--- src/design/sdva_pkg.sv ---
// package of offsets, field layouts and types for the sd video adjust register bank
package sdva_pkg;

  // ----------------------------------------------------------------
  // register subaddresses
  // ----------------------------------------------------------------
  localparam logic [7:0] SDVA_COPY_CTRL_ADDR   = 8'h99;
  localparam logic [7:0] SDVA_COPY_MID_ADDR    = 8'h9a;
  localparam logic [7:0] SDVA_COPY_LOW_ADDR    = 8'h9b;
  localparam logic [7:0] SDVA_SCALE_LOW_ADDR   = 8'h9c;
  localparam logic [7:0] SDVA_LUMA_SCALE_ADDR  = 8'h9d;
  localparam logic [7:0] SDVA_BLUE_SCALE_ADDR  = 8'h9e;
  localparam logic [7:0] SDVA_RED_SCALE_ADDR   = 8'h9f;
  localparam logic [7:0] SDVA_HUE_ADDR         = 8'ha0;
  localparam logic [7:0] SDVA_BRIGHT_ADDR      = 8'ha1;
  localparam logic [7:0] SDVA_SHAPE_GAIN_ADDR  = 8'ha2;
  localparam logic [7:0] SDVA_CORING_ADDR      = 8'ha3;

  // ----------------------------------------------------------------
  // reset values and write masks
  // ----------------------------------------------------------------
  localparam logic [7:0] SDVA_REG_RESET        = 8'h00;
  localparam logic [7:0] SDVA_SHAPE_GAIN_MASK  = 8'h0f;
  localparam logic [7:0] SDVA_ALL_BITS_MASK    = 8'hff;

  // ----------------------------------------------------------------
  // field positions in the copy-info control register, plus the wide blank bit of the brightness register
  // ----------------------------------------------------------------
  localparam int SDVA_CTRL_CRC_BIT  = 4;
  localparam int SDVA_CTRL_ODD_BIT  = 5;
  localparam int SDVA_CTRL_EVEN_BIT = 6;
  localparam int SDVA_CTRL_WIDE_BIT = 7;
  localparam int SDVA_BLANK_BIT     = 7;

  // ----------------------------------------------------------------
  // gain decode constants
  // ----------------------------------------------------------------
  localparam logic [3:0] SDVA_SHAPE_UNITY_CODE = 4'h6;
  localparam logic [3:0] SDVA_SHAPE_MAX_CODE   = 4'hc;
  localparam logic [3:0] SDVA_CORING_MAX_CODE  = 4'h8;

  // ----------------------------------------------------------------
  // carriers
  // ----------------------------------------------------------------
  typedef struct packed {
    logic [7:0] addr;
    logic [7:0] wdata;
    logic       wr;
    logic       rd;
  } sdva_host_req_s;

  typedef struct packed {
    logic [19:0]      copy_payload;
    logic [13:0]      wide_payload;
    logic             copy_odd_en;
    logic             copy_even_en;
    logic             copy_crc_en;
    logic             wide_en;
    logic             wide_blank;
    logic [9:0]       luma_scale;
    logic [9:0]       blue_scale;
    logic [9:0]       red_scale;
    logic [7:0]       hue;
    logic [6:0]       brightness;
    logic signed [4:0] shape_gain_steps;
    logic signed [5:0] border_coring;
    logic signed [5:0] data_coring;
  } sdva_video_ctrl_s;

endpackage

--- src/design/sdva_regs.sv ---
// register bank for sd copy info, widescreen data, scaling, hue, brightness and coring
`timescale 1ns/10ps
module sdva_regs
  import sdva_pkg::*;
(
  input  wire logic             clk_sys,
  input  wire logic             nrst,
  input  wire sdva_host_req_s   host_req,
  input  wire logic             shape_filter_on,
  input  wire logic             noise_reduction_mode,
  output logic [7:0]            host_rdata,
  output logic                  host_rvalid,
  output logic                  host_hit,
  output sdva_video_ctrl_s      video_ctrl
);

  // ----------------------------------------------------------------
  // decode helpers
  // ----------------------------------------------------------------

  // coring gain in sixteenths; codes past 8 clamp to the largest step
  function automatic logic signed [5:0] coring_decode(input logic [3:0] code, input logic nr_mode);
    logic [3:0] n;
    n = (code > SDVA_CORING_MAX_CODE) ? SDVA_CORING_MAX_CODE : code;
    if (nr_mode) begin
      coring_decode = -$signed({1'b0, n, 1'b0});
    end else begin
      coring_decode = $signed({2'b00, n});
    end
  endfunction

  // true when the subaddress belongs to this bank
  function automatic logic addr_mapped(input logic [7:0] a);
    addr_mapped = (a >= SDVA_COPY_CTRL_ADDR) && (a <= SDVA_CORING_ADDR);
  endfunction

  // ----------------------------------------------------------------
  // register storage
  // ----------------------------------------------------------------
  logic [7:0] copy_info_control;
  logic [7:0] copy_info_data_mid;
  logic [7:0] copy_info_data_low;
  logic [7:0] scale_low_bits;
  logic [7:0] luma_scale_high;
  logic [7:0] blue_diff_scale_high;
  logic [7:0] red_diff_scale_high;
  logic [7:0] hue_adjust;
  logic [7:0] brightness_and_wide_blank;
  logic [7:0] luma_shaping_gain;
  logic [7:0] noise_coring_gains;

  logic       wr_hit;
  logic [3:0] shape_code;
  logic [3:0] shape_clamped;

  assign wr_hit = host_req.wr && addr_mapped(host_req.addr);

  // host writes; all registers come up at zero so every insertion is off
  always_ff @(posedge clk_sys) begin
    if (!nrst) begin
      copy_info_control         <= SDVA_REG_RESET;
      copy_info_data_mid        <= SDVA_REG_RESET;
      copy_info_data_low        <= SDVA_REG_RESET;
      scale_low_bits            <= SDVA_REG_RESET;
      luma_scale_high           <= SDVA_REG_RESET;
      blue_diff_scale_high      <= SDVA_REG_RESET;
      red_diff_scale_high       <= SDVA_REG_RESET;
      hue_adjust                <= SDVA_REG_RESET;
      brightness_and_wide_blank <= SDVA_REG_RESET;
      luma_shaping_gain         <= SDVA_REG_RESET;
      noise_coring_gains        <= SDVA_REG_RESET;
    end else if (wr_hit) begin
      case (host_req.addr)
        SDVA_COPY_CTRL_ADDR:  copy_info_control         <= host_req.wdata;
        SDVA_COPY_MID_ADDR:   copy_info_data_mid        <= host_req.wdata;
        SDVA_COPY_LOW_ADDR:   copy_info_data_low        <= host_req.wdata;
        SDVA_SCALE_LOW_ADDR:  scale_low_bits            <= host_req.wdata;
        SDVA_LUMA_SCALE_ADDR: luma_scale_high           <= host_req.wdata;
        SDVA_BLUE_SCALE_ADDR: blue_diff_scale_high      <= host_req.wdata;
        SDVA_RED_SCALE_ADDR:  red_diff_scale_high       <= host_req.wdata;
        SDVA_HUE_ADDR:        hue_adjust                <= host_req.wdata;
        SDVA_BRIGHT_ADDR:     brightness_and_wide_blank <= host_req.wdata;
        // reserved upper nibble is never stored, so it always reads zero
        SDVA_SHAPE_GAIN_ADDR: luma_shaping_gain         <= host_req.wdata & SDVA_SHAPE_GAIN_MASK;
        SDVA_CORING_ADDR:     noise_coring_gains        <= host_req.wdata;
        default:              copy_info_control         <= copy_info_control;
      endcase
    end
  end

  // ----------------------------------------------------------------
  // read-back path
  // ----------------------------------------------------------------

  // read data one cycle after the strobe; unmapped reads return zero
  always_ff @(posedge clk_sys) begin
    if (!nrst) begin
      host_rdata  <= SDVA_REG_RESET;
      host_rvalid <= 1'b0;
    end else begin
      host_rvalid <= host_req.rd;
      case (host_req.addr)
        SDVA_COPY_CTRL_ADDR:  host_rdata <= copy_info_control;
        SDVA_COPY_MID_ADDR:   host_rdata <= copy_info_data_mid;
        SDVA_COPY_LOW_ADDR:   host_rdata <= copy_info_data_low;
        SDVA_SCALE_LOW_ADDR:  host_rdata <= scale_low_bits;
        SDVA_LUMA_SCALE_ADDR: host_rdata <= luma_scale_high;
        SDVA_BLUE_SCALE_ADDR: host_rdata <= blue_diff_scale_high;
        SDVA_RED_SCALE_ADDR:  host_rdata <= red_diff_scale_high;
        SDVA_HUE_ADDR:        host_rdata <= hue_adjust;
        SDVA_BRIGHT_ADDR:     host_rdata <= brightness_and_wide_blank;
        SDVA_SHAPE_GAIN_ADDR: host_rdata <= luma_shaping_gain;
        SDVA_CORING_ADDR:     host_rdata <= noise_coring_gains;
        default:              host_rdata <= SDVA_REG_RESET;
      endcase
    end
  end

  // hit tells the serial port whether to acknowledge the subaddress
  assign host_hit = addr_mapped(host_req.addr);

  // ----------------------------------------------------------------
  // video-facing decode
  // ----------------------------------------------------------------

  // codes above the top step are held at +4 dB rather than wrapping
  assign shape_code    = luma_shaping_gain[3:0];
  assign shape_clamped = (shape_code > SDVA_SHAPE_MAX_CODE) ? SDVA_SHAPE_MAX_CODE : shape_code;

  // registered one cycle behind the bank; a field split over several registers shows each write as it lands
  always_ff @(posedge clk_sys) begin
    if (!nrst) begin
      video_ctrl <= '0;
    end else begin
      video_ctrl.copy_payload     <= {copy_info_control[3:0], copy_info_data_mid,
                                      copy_info_data_low};
      video_ctrl.wide_payload     <= {copy_info_data_mid[5:0], copy_info_data_low};
      video_ctrl.copy_odd_en      <= copy_info_control[SDVA_CTRL_ODD_BIT];
      video_ctrl.copy_even_en     <= copy_info_control[SDVA_CTRL_EVEN_BIT];
      video_ctrl.copy_crc_en      <= copy_info_control[SDVA_CTRL_CRC_BIT];
      video_ctrl.wide_en          <= copy_info_control[SDVA_CTRL_WIDE_BIT];
      video_ctrl.luma_scale       <= {luma_scale_high, scale_low_bits[1:0]};
      video_ctrl.blue_scale       <= {blue_diff_scale_high, scale_low_bits[3:2]};
      video_ctrl.red_scale        <= {red_diff_scale_high, scale_low_bits[5:4]};
      video_ctrl.hue              <= hue_adjust;
      video_ctrl.brightness       <= brightness_and_wide_blank[6:0];
      video_ctrl.wide_blank       <= brightness_and_wide_blank[SDVA_BLANK_BIT];
      // filter off means unity gain, whatever the field holds
      video_ctrl.shape_gain_steps <= shape_filter_on ?
                                     $signed({1'b0, shape_clamped}) - $signed({1'b0, SDVA_SHAPE_UNITY_CODE}) :
                                     5'sd0;
      video_ctrl.border_coring    <= coring_decode(noise_coring_gains[3:0], noise_reduction_mode);
      video_ctrl.data_coring      <= coring_decode(noise_coring_gains[7:4], noise_reduction_mode);
    end
  end
endmodule

--- config.mk ---
export PLATFORM = sky130hd
export DESIGN_NAME = sdva_regs
export DESIGN_NICKNAME = d
export VERILOG_FILES = /design/src/design/sdva_pkg.sv /design/src/design/sdva_regs.sv
export SDC_FILE = /design/constraint.sdc
export NUM_CORES = 1
export LEC_CHECK = 0
export ABC_AREA = 1
export BUFFER_PORTS_ARGS = -buffer_cell sky130_fd_sc_hd__buf_4
export CORE_MARGIN = 8
export CORE_UTILIZATION = 35
export CTS_CLUSTER_SIZE = 12
export DETAILED_ROUTE_END_ITERATION = 6
export PLACE_DENSITY_LB_ADDON = 0.08
export SETUP_SLACK_MARGIN = 0.4
export SLEW_MARGIN = 20
export SYNTH_ARGS = -nofsm -noshare
export SYNTH_HDL_FRONTEND = slang
export SYNTH_SLANG_ARGS = --single-unit
--- constraint.sdc ---
create_clock -name clk_sys -period 3.2 [get_ports clk_sys]
set_input_delay 0.16 -clock clk_sys [delete_from_list [all_inputs] [get_ports clk_sys]]
set_output_delay 0.16 -clock clk_sys [all_outputs]
set_load 0.03 [all_outputs]
==> flow_summary_export.csv, run 1 <==
group,metric,value,unit
clock_tree,clock_latency,0.43,ns
detailed_routing,via_count,6217,
floorplan,die_y,159.3,microns
synth,synthArstFlopShare,0,%
synth,synthTopCellsByArea,"dfxtp_1 (50%), nand2_1 (13%), nor2_1 (9.4%)",
timing,timing_max_transition_violations_final,0,
clock_tree,cts_sinks,180,
synth,synth_cell_type_count,30,
synth,postSynthNetCount,1047,
timing,clock-skew-final,0.008604,ns
timing,hold_violations,0,
worst_setup_path,worst-endpoint-arrival,1.87,ns
detailed_routing,ant_nets,0,
power_and_ir_drop,power_per_cell_area,498.1,mW/mm^2
place,place_worst_setup_slack,1.182,ns
detailed_routing,post_drt_via_cell_ratio,4.428,
power_and_ir_drop,power,4.399,mW
floorplan,placementRows,52,
floorplan,die_width,159.3,microns
grt,global_route.usage.total,16.03,%
timing,slew-limit-headroom,57.36,%
detailed_routing,routed_length_per_placed_instance,14.58,microns
synth,synth_largest_type_area_fraction,50.16,%
worst_setup_path,slowest_stage,"nor2_2",
place,port_buf_inserts,132,
layout,largest-register,"video_ctrl",
clock_tree,h-tree-depth,4,
grt,grt_antenna_before_repair,0,
detailed_routing,finalWirelength,20.47,mm
floorplan,design.portCount,133,
detailed_routing,drt_iter0_drc,405,
job,timing.max_cap.violations,0,
clock_tree,clk_pin_slew_worst_paths,0.06,ns
timing,layout_setup_ws,1.638,ns
synth,postSynthAreaPerCell,7.030,sq um
grt,overflow,0,
synth,number_of_enable_type_register_cells_in_the_synthesized_netlist,0,
synth,synth.top_cells.by_count,"nand2_1 (248), dfxtp_1 (180), nor2_1 (179), inv_1 (163), nand3_1 (88)",
timing,time_the_final_worst_path_needs_with_i_o_delays_and_setup,1.562,ns
synth,synth-seq-area-share,50.16,%
layout,layout.nets,1146,
floorplan,dieArea,0.02537,sq mm
timing,setup_tns,0,ns
worst_setup_path,criticalPathCategory,"in -> reg",
synth,postSynthCellCount,1022,
layout,antenna_cells,0,
place,globalplace.congestion,0.8414,
synth,primary_ff_master_synth,"dfxtp_1",
timing,worst_pin_slew,0.6373,ns
hold_path,min-delay-path-class,"in -> reg",
synth,ys_warn_count,0,
timing,timing.final.setup_violations,0,
clock_tree,cts-root-to-sink-buffers,2,
outcome,run_status,"completed",
worst_setup_path,cp-start-kind,"primary input",
synth,syn-cell-area,0.007184,sq mm
grt,first_global_vias,5818,
floorplan,initial_utilization,35.62,%
worst_setup_path,worst-endpoint-required,3.50,ns
detailed_routing,drt_pre_antenna_iters,5,
worst_setup_path,worst-path-max-fanout,16,
timing,finalHoldWorstSlack,0.04761,ns
worst_setup_path,critical_path.cell_chain,"buf_4 > inv_1 > nand2_1 > nor2_2 > nand2_2 > inv_1 > nand2_1 > o21ai_0 > a21oi_1",
worst_setup_path,critical_path.endpoint_type,"flip-flop",
place,detailed_place_hpwl,14.60,mm
power_and_ir_drop,p_leak,4.820,nW
clock_tree,cts_resized,0,
floorplan,floorplan.core_area,0.02017,sq mm
clock_tree,clockRootBuffer,"clkbuf_16",
clock_tree,tritoncts_clock_tree,"built",
timing,min_period_over_period,48.81,%
layout,post_route_cells_drive_above_1_share,15.87,%
timing,timing.fmax,640.2,MHz
grt,grt_pass1_wl,32.33,mm
synth,synthMostInstantiatedCell,"nand2_1",
worst_setup_path,critical_path.top_delay_family,"simple AND/OR/NAND/NOR gates",
grt,grt_start_max_net_pins,95,
layout,largest_register_ffs,87,
clock_tree,cts_setup_buffers,0,
clock_tree,numCtsBuffers,17,
worst_setup_path,worst-path-buf-inv,3,
synth,synth_area_leader_cell,"dfxtp_1",
power_and_ir_drop,ir_worst_vdd,357.4,uV
synth,synth_seq_cells,180,
worst_setup_path,slowest_delay,0.54,ns
layout,layout-area-overhead-vs-synth,22.94,%
detailed_routing,drc,0,
timing,rsz0062_at_grt,"no",
-- final timing paths --
check                   startpoint              endpoint  slack [ns]  cells past startpoint
min                           nrst           host_rvalid        0.05                      3
max                   host_req[16]  copy_info_control[2]        1.64                      9
max reg2reg  noise_coring_gains[3]         video_ctrl[8]        1.79                      5
min reg2reg   copy_info_control[5]        video_ctrl[66]        0.42                      2
-- routing by layer --
layer  up-vias  part of all wire, %  global-route usage [%]
met5         -                    0                       0
met4         0                  1.5                   4.846
met2       153                   43                   24.09
met1      2770                   50                   21.70
li1       3274                    -                       -
met3        20                  5.3                   4.783
-- repair_timing --
action	CTS	global route
endpoints found under the hold margin	2	0
setup endpoints to repair	0	0
hold buffers	2	0
-- cell type report --
cell class                      instances  area, sq um
Clock buffer                           23        488.0
Clock inverter                          9        70.07
Fill cell                            2140        11340
Inverter                              165        619.3
Multi-Input combinational cell        618         2653
Sequential cell                       180         3603
Tap cell                              270        337.8
Timing Repair Buffer                  139         1061
-- worst reg2reg max path, stage by stage, from the launching register on --
cell and delay [ns]:
dfxtp_1 0.34, inv_1 0.12, o21ai_0 0.37, ha_1 0.30, nand3_1 0.08, o21ai_0 0.07
-- metrics by stage --
| stage | util, % | cells | cell area [sq um] |
|---|---|---|---|
| after floorplan | - | 1022 | 7184 |
| after global placement | 40.92 | 1370 | 8254 |
| after detailed placement | 40.92 | 1370 | 8254 |
| after CTS | 43.79 | 1404 | 8832 |
| after global routing | 43.79 | 1404 | 8832 |
| final | 43.79 | 1404 | 8832 |
-- layout by cell type, fill, tap and decap left out, drive strengths merged --
master and n:
xor2 1, nor3 11, nand3b 1, nor2 182, dlygate4sd3 2, clkinvlp 4, nand4 5, or2 1
clkinv 4, a41oi 2, dfxtp 180, a21oi 22, o22ai 4, nand2 251, nand3 88, o21ai 41
and2 3, a211oi 1, ha 3, inv 166, a31oi 2, buf 137, clkbuf 23
-- power by group --
part           leakage, nW  internal (mW)  total (mW)  switching (mW)
Combinational         3.11         0.0437       0.172           0.128
Sequential            1.45           2.24        2.25         0.00202
Clock                0.262           1.08        1.98           0.898
Total                 4.82           3.37        4.40            1.03
-- cells by family after synthesis --
family / Yosys count / synth area share [%]
AND/OR/NAND/NOR: 542 / 30.96
buffers and inverters: 224 / 12.92
flip-flops: 180 / 50.16
AO/OA/AOI/OAI: 72 / 5.312
adder cells (fa/ha/maj): 3 / 0.5225
XOR/XNOR: 1 / 0.1219
Power figures use the tool's default switching activity.
==> run 2, diff against run 1 <==
- ABC_AREA: 1 -> 0
- clock period: 3.2 -> 1.6 ns (I/O delays scaled with it)
==> run 2 against run 1 <==
- clock-buffer cell count decreased by 6
- hold slack worse by 0.032 ns
- global-route usage rose by 0.17 points
- combinational power up 140%
- critical path depth is 5 lower
==> flow_summary_export.csv, run 2 <==
group,metric,value,unit
worst_setup_path,r2r_cells,4,
worst_setup_path,critical_path.cell_chain,"mux4_2 > nand2b_4 > a32oi_1 > nor2_1",
synth,synth_area_leader_cell,"dfxtp_1",
layout,layout_common_cells,"dfxtp_1 (158), buf_4 (154), mux2i_1 (95), nor2b_1 (62), nand2_1 (50)",
synth,postSynthCellCount,645,
synth,synth-seq-area-share,51.89,%
synth,synth.top_cells.by_count,"dfxtp_1 (180), mux2i_1 (95), nor2b_1 (63), nand2_1 (53), and2_1 (43)",
floorplan,placementRows,51,
grt,grt_antenna_before_repair,0,
synth,synth_largest_type_area_fraction,51.89,%
detailed_routing,drt_iter0_drc,242,
detailed_routing,drt_pre_antenna_iters,4,
synth,synthMostInstantiatedCell,"dfxtp_1",
layout,final-instance-count-excl-fill,1053,
floorplan,design.portCount,133,
timing,hold_violations,0,
worst_setup_path,r2r_start,"red_diff_scale_high[6]",
worst_setup_path,cp-start-kind,"flip-flop",
outcome,run_status,"completed",
grt,grt_start_max_net_pins,57,
worst_setup_path,criticalPathCategory,"reg -> reg",
place,port_buf_inserts,132,
timing,worst_pin_slew,0.4135,ns
timing,timing.final.setup_violations,0,
worst_setup_path,worst-endpoint-arrival,1.63,ns
timing,layout_setup_ws,0.2826,ns
worst_setup_path,worst-endpoint-required,1.92,ns
layout,mostFrequentLayoutCell,"dfxtp_1",
layout,post_route_cells_drive_above_1_share,33.12,%
place,detailed_place_hpwl,14.18,mm
grt,grt_pass1_wl,29.97,mm
detailed_routing,post_drt_via_cell_ratio,4.614,
detailed_routing,routed_length_per_placed_instance,18.35,microns
grt,global_route.usage.total,16.19,%
power_and_ir_drop,netSwitchingFraction,23.93,%
power_and_ir_drop,clock_power_share,43.8,%
place,place_worst_setup_slack,0.06224,ns
synth,synth_cell_type_count,52,
detailed_routing,drc,0,
grt,first_global_vias,5197,
layout,filler_cell_count,1857,
place,placement.cell_area,0.008240,sq mm
timing,time_the_final_worst_path_needs_with_i_o_delays_and_setup,1.317,ns
place,globalplace.congestion,0.8198,
job,timing.max_cap.violations,0,
synth,synthTopCellsByArea,"dfxtp_1 (52%), mux2i_1 (14%), nor2b_1 (5.7%)",
floorplan,die_width,156.9,microns
detailed_routing,finalWirelength,19.33,mm
layout,post-route-cell-area,0.009004,sq mm
timing,finalHoldWorstSlack,0.01609,ns
clock_tree,clk_pin_slew_worst_paths,0.07,ns
worst_setup_path,critical_path.endpoint_type,"flip-flop",
layout,largest-register,"video_ctrl",
synth,synth_seq_cells,180,
power_and_ir_drop,sequentialPowerShare,51.5,%
timing,rsz0062_at_grt,"yes",
timing,setup_tns,0,ns
hold_path,min-delay-path-class,"in -> reg",
power_and_ir_drop,power_per_cell_area,966.7,mW/mm^2
synth,postSynthAreaPerCell,10.77,sq um
clock_tree,clock_latency,0.43,ns
clock_tree,tritoncts_clock_tree,"built",
synth,postSynthNetCount,670,
timing,timing_max_transition_violations_final,0,
layout,largest_register_ffs,87,
worst_setup_path,critPathCapture,"host_rdata[6]",
timing,min_period_over_period,82.34,%
clock_tree,cts_sinks,180,
power_and_ir_drop,ir_worst_vdd,706.6,uV
synth,synthArstFlopShare,0,%
layout,antenna_cells,0,
timing,timing.fmax,759.1,MHz
layout,layout.nets,800,
power_and_ir_drop,p_leak,3.981,nW
timing,clock-skew-final,0.01234,ns
clock_tree,cts-root-to-sink-buffers,2,
floorplan,floorplan.core_area,0.01946,sq mm
power_and_ir_drop,p_int,6.621,mW
floorplan,dieArea,0.02460,sq mm
synth,ys_warn_count,0,
power_and_ir_drop,power.combinational.fraction,4.7,%
clock_tree,numCtsBuffers,17,
timing,slew-limit-headroom,72.43,%
worst_setup_path,cp-startpoint,"red_diff_scale_high[6]",
floorplan,initial_utilization,35.68,%
detailed_routing,ant_nets,0,
worst_setup_path,slowest_delay,0.47,ns
grt,overflow,0,
hold_path,hp-start,"host_req[9]",
worst_setup_path,reg_to_reg_endpoint,"host_rdata[6]",
clock_tree,clockRootBuffer,"clkbuf_16",
synth,primary_ff_master_synth,"dfxtp_1",
place,placed_cells,1011,
worst_setup_path,reg2reg_setup_slack,0.28,ns
layout,layout-area-overhead-vs-synth,29.66,%
worst_setup_path,slowest_stage,"mux4_2",
synth,syn-cell-area,0.006944,sq mm
clock_tree,h-tree-depth,4,
floorplan,die_y,156.9,microns
detailed_routing,via_count,4859,
worst_setup_path,worst-path-max-fanout,2,
synth,number_of_enable_type_register_cells_in_the_synthesized_netlist,0,
power_and_ir_drop,netSwitchingPower,2.083,mW
==> run 2: worst min path at each step <==
| stage | endpoint | slack [ns] | depth (start not counted) |
|---|---|---|---|
| floorplan | host_rvalid | 0.21 | 1 |
| global placement | host_rvalid | 0.29 | 2 |
| detailed placement | host_rvalid | 0.30 | 2 |
| CTS | copy_info_data_low[7] | 0.002 | 3 |
| global route | luma_scale_high[7] | 0.02 | 3 |
| finish | luma_scale_high[7] | 0.02 | 3 |
==> run 2: area by class of cell <==
type                    instances  area [sq um]  share of cell area [%]
multi-input cells             379          3049                   33.87
inverters                      34         127.6                   1.417
clock buffers                  17         425.4                   4.725
flip-flops and latches        180          3643                   40.47
repair buffers                163          1316                   14.62
clock inverters                15         110.1                   1.223
well taps                     265         331.6                   3.683
==> run 2: through the flow <==
| stage | utilization (%) | total power [mW] |
|---|---|---|
| 6_report | 46.26 | 8.704 |
| 5_1_grt | 46.26 | 9.016 |
| 3_3_place_gp | 42.34 | 4.994 |
| 3_5_place_dp | 42.34 | 4.998 |
| 2_1_floorplan | - | 4.858 |
| 4_1_cts | 45.93 | 8.807 |
==> run 2: kinds of logic (layout without fill, tap and decap cells) <==
logic type	Yosys count	in the layout	synth area share, %
AND/OR/NAND/NOR	225	225	20.00
flip-flops	180	180	51.89
multiplexers	107	107	16.77
buffers and inverters	86	229	6.072
AO/OA/AOI/OAI	43	43	4.595
adder cells (fa/ha/maj)	3	3	0.5406
XOR/XNOR	1	1	0.1261
==> run 2: repair_timing <==
| action | 4_1_cts | 5_1_grt |
|---|---|---|
| endpoints found under the hold margin | 6 | 0 |
| resized for setup | 34 | 12 |
| pin swaps | 7 | 7 |
| hold buffers | 2 | 0 |
| buffers inserted | 4 | 4 |
| endpoints found under the setup margin | 13 | 13 |
==> run 2: power groups by stage <==
stage                     clock, mW  combinational (mW)  sequential (mW)
final                          3.81               0.411             4.48
after global placement            0               0.400             4.59
after global routing           4.09               0.443             4.48
after CTS                      3.91               0.413             4.49
after floorplan                   0               0.251             4.61
after detailed placement          0               0.403             4.59
==> run 2: metal layers <==
layer  GRT usage [%]  share of wire [%]
met1           20.86                 47
met2           25.14                 45
met3           4.302                6.1
met4           6.773                2.0
met5               0                  0
==> run 2: worst max-delay path: cells and delay by family (launching register included) <==
| family | cells | cell delay, ns |
|---|---|---|
| multiplexers | 1 | 0.47 |
| flip-flops | 1 | 0.33 |
| AND/OR/NAND/NOR | 2 | 0.22 |
| AO/OA/AOI/OAI | 1 | 0.19 |
==> run 3, diff against run 2 <==
- clock period: 1.6 -> 1.12 ns (I/O delays scaled with it)
==> run 3 against run 2 <==
- the flow now finishes with violations (negative setup slack)
- sequential power rose by 43%
- hold slack improved by 0.0071 ns
- total power rose by 48%
- sequential share of layout area fell by 5.5 points
- worst setup slack got worse by 0.50 ns
- cell count rose by 8.4%
- non-clock buffer count rose by 89
==> flow_summary_export.csv, run 3 (synthesis results as in run 2) <==
group,metric,value,unit
hold_path,min_delay_worst_endpoint,"noise_coring_gains[6]",
place,placement.cell_area,0.008914,sq mm
worst_setup_path,slowest_stage,"mux4_2",
hold_path,holdPathStages,3,
detailed_routing,finalWirelength,21.07,mm
layout,layout_common_cells,"buf_6 (145), dfxtp_2 (116), mux2i_1 (91), buf_4 (74), nor2b_1 (61)",
clock_tree,h-tree-depth,4,
layout,post-route-cell-area,0.01080,sq mm
detailed_routing,drt_pre_antenna_iters,4,
clock_tree,numCtsBuffers,17,
timing,worst_pin_slew,0.2998,ns
place,detailed_place_hpwl,15.08,mm
grt,global_route.usage.total,17.19,%
worst_setup_path,cp-start-kind,"flip-flop",
outcome,violations,"negative setup slack",
timing,clock-skew-final,0.006775,ns
worst_setup_path,critical_path.endpoint_type,"flip-flop",
floorplan,design.portCount,133,
worst_setup_path,r2r_start,"blue_diff_scale_high[7]",
clock_tree,clk_pin_slew_worst_paths,0.06,ns
timing,min_period_over_period,119.8,%
floorplan,initial_utilization,35.68,%
power_and_ir_drop,p_leak,4.699,nW
worst_setup_path,r2r_cells,4,
floorplan,placementRows,51,
layout,layout.nets,889,
clock_tree,clock_latency,0.43,ns
clock_tree,clockRootBuffer,"clkbuf_16",
power_and_ir_drop,power,12.85,mW
timing,timing.final.setup_violations,8,
grt,grt_antenna_before_repair,0,
grt,met2_track_usage_gr,29.08,%
grt,top_usage_layer,"met2",
place,port_buf_inserts,132,
worst_setup_path,worst-path-max-fanout,2,
power_and_ir_drop,ir_worst_vdd,1167,uV
floorplan,die_y,156.9,microns
worst_setup_path,slowest_delay,0.47,ns
hold_path,min-delay-path-class,"in -> reg",
worst_setup_path,reg2reg_setup_slack,-0.22,ns
layout,antenna_cells,0,
outcome,run_status,"complete, but fails checks",
layout,post_route_cells_drive_above_1_share,53.77,%
worst_setup_path,reg_to_reg_endpoint,"host_rdata[7]",
layout,mostFrequentLayoutCell,"buf_6",
power_and_ir_drop,power_per_cell_area,1190,mW/mm^2
timing,time_the_final_worst_path_needs_with_i_o_delays_and_setup,1.342,ns
detailed_routing,drt_iter0_drc,205,
grt,grt.met3_usage,3.640,%
detailed_routing,via_count,5309,
grt,first_global_vias,5687,
clock_tree,cts-root-to-sink-buffers,2,
grt,grt_start_max_net_pins,62,
worst_setup_path,critical_path.cell_chain,"mux4_2 > nand2b_4 > a32oi_1 > nor2_1",
hold_path,hp-start,"host_req[8]",
timing,slew-limit-headroom,79.44,%
layout,largest_register_ffs,87,
floorplan,die_width,156.9,microns
worst_setup_path,worst-endpoint-arrival,1.65,ns
timing,timing_max_transition_violations_final,0,
grt,overflow,0,
grt,met1_usage,20.33,%
detailed_routing,drc,0,
place,place_worst_setup_slack,-0.3526,ns
layout,final-instance-count-excl-fill,1141,
timing,timing.fmax,745.0,MHz
grt,grt_pass1_wl,31.97,mm
place,placed_cells,1074,
floorplan,dieArea,0.02460,sq mm
worst_setup_path,criticalPathCategory,"reg -> reg",
detailed_routing,post_drt_via_cell_ratio,4.653,
clock_tree,cts_sinks,180,
layout,largest-register,"video_ctrl",
layout,layout-area-overhead-vs-synth,55.50,%
worst_setup_path,worst-endpoint-required,1.42,ns
timing,hold_violations,0,
place,globalplace.congestion,0.8389,
detailed_routing,routed_length_per_placed_instance,18.46,microns
timing,finalHoldWorstSlack,0.02320,ns
floorplan,floorplan.core_area,0.01946,sq mm
clock_tree,tritoncts_clock_tree,"built",
timing,layout_setup_ws,-0.2222,ns
timing,rsz0062_at_grt,"yes",
detailed_routing,ant_nets,0,
job,timing.max_cap.violations,0,
==> run 3: area by class of cell <==
class                           instances  area (sq um)
Clock buffer                           23         478.0
Multi-Input combinational cell        379          3293
Fill cell                            1737          8665
Clock inverter                          8         77.57
Sequential cell                       180          3771
Timing Repair Buffer                  252          2719
Tap cell                              265         331.6
Inverter                               34         127.6
==> run 3: worst max-delay path: cells and delay by family (launching register included) <==
family,cells,cell delay [ns]
AO/OA/AOI/OAI,1,0.17
flip-flops,1,0.34
AND/OR/NAND/NOR,2,0.24
multiplexers,1,0.47
==> run 3: worst max-delay path by stage <==
stage               slack, ns               startpoint                 endpoint  depth (start not counted)
floorplan               -0.20             host_req[12]     copy_info_control[0]                          5
global placement        -0.29             host_req[15]  blue_diff_scale_high[5]                          6
detailed placement      -0.35             host_req[15]  blue_diff_scale_high[1]                          6
CTS                     -0.20  blue_diff_scale_high[6]            host_rdata[6]                          4
global route            -0.24    copy_info_data_mid[6]            host_rdata[6]                          4
finish                  -0.22  blue_diff_scale_high[7]            host_rdata[7]                          4
==> run 3: per-layer routing <==
layer	part of all wire, %	wire, microns
met1	43	9064
met2	49	10360
met3	5.3	1123
met4	2.5	518
met5	0	0
==> run 3: power by group <==
| group | switching [mW] | leakage, nW | internal, mW | total (mW) |
|---|---|---|---|---|
| Sequential | 0.00775 | 1.51 | 6.40 | 6.41 |
| Clock | 2.40 | 0.269 | 3.22 | 5.62 |
| Combinational | 0.438 | 2.92 | 0.387 | 0.825 |
| Total | 2.85 | 4.70 | 10.0 | 12.9 |
==> run 3: what timing repair did <==
item,CTS,global route
hold endpoints to repair,28,0
gates resized for setup,282,41
pin swaps,35,20
hold buffers,12,0
cloned,0,0
setup endpoints to repair,221,227
buffers inserted,14,10
==> run 3: per-stage QoR <==
| step | utilization (%) | TNS [ns] |
|---|---|---|
| 2_1_floorplan | - | -15.27 |
| 3_3_place_gp | 45.80 | -20.86 |
| 3_5_place_dp | 45.80 | -22.96 |
| 4_1_cts | 54.32 | -0.7360 |
| 5_1_grt | 55.48 | -1.127 |
| 6_report | 55.48 | -0.8390 |
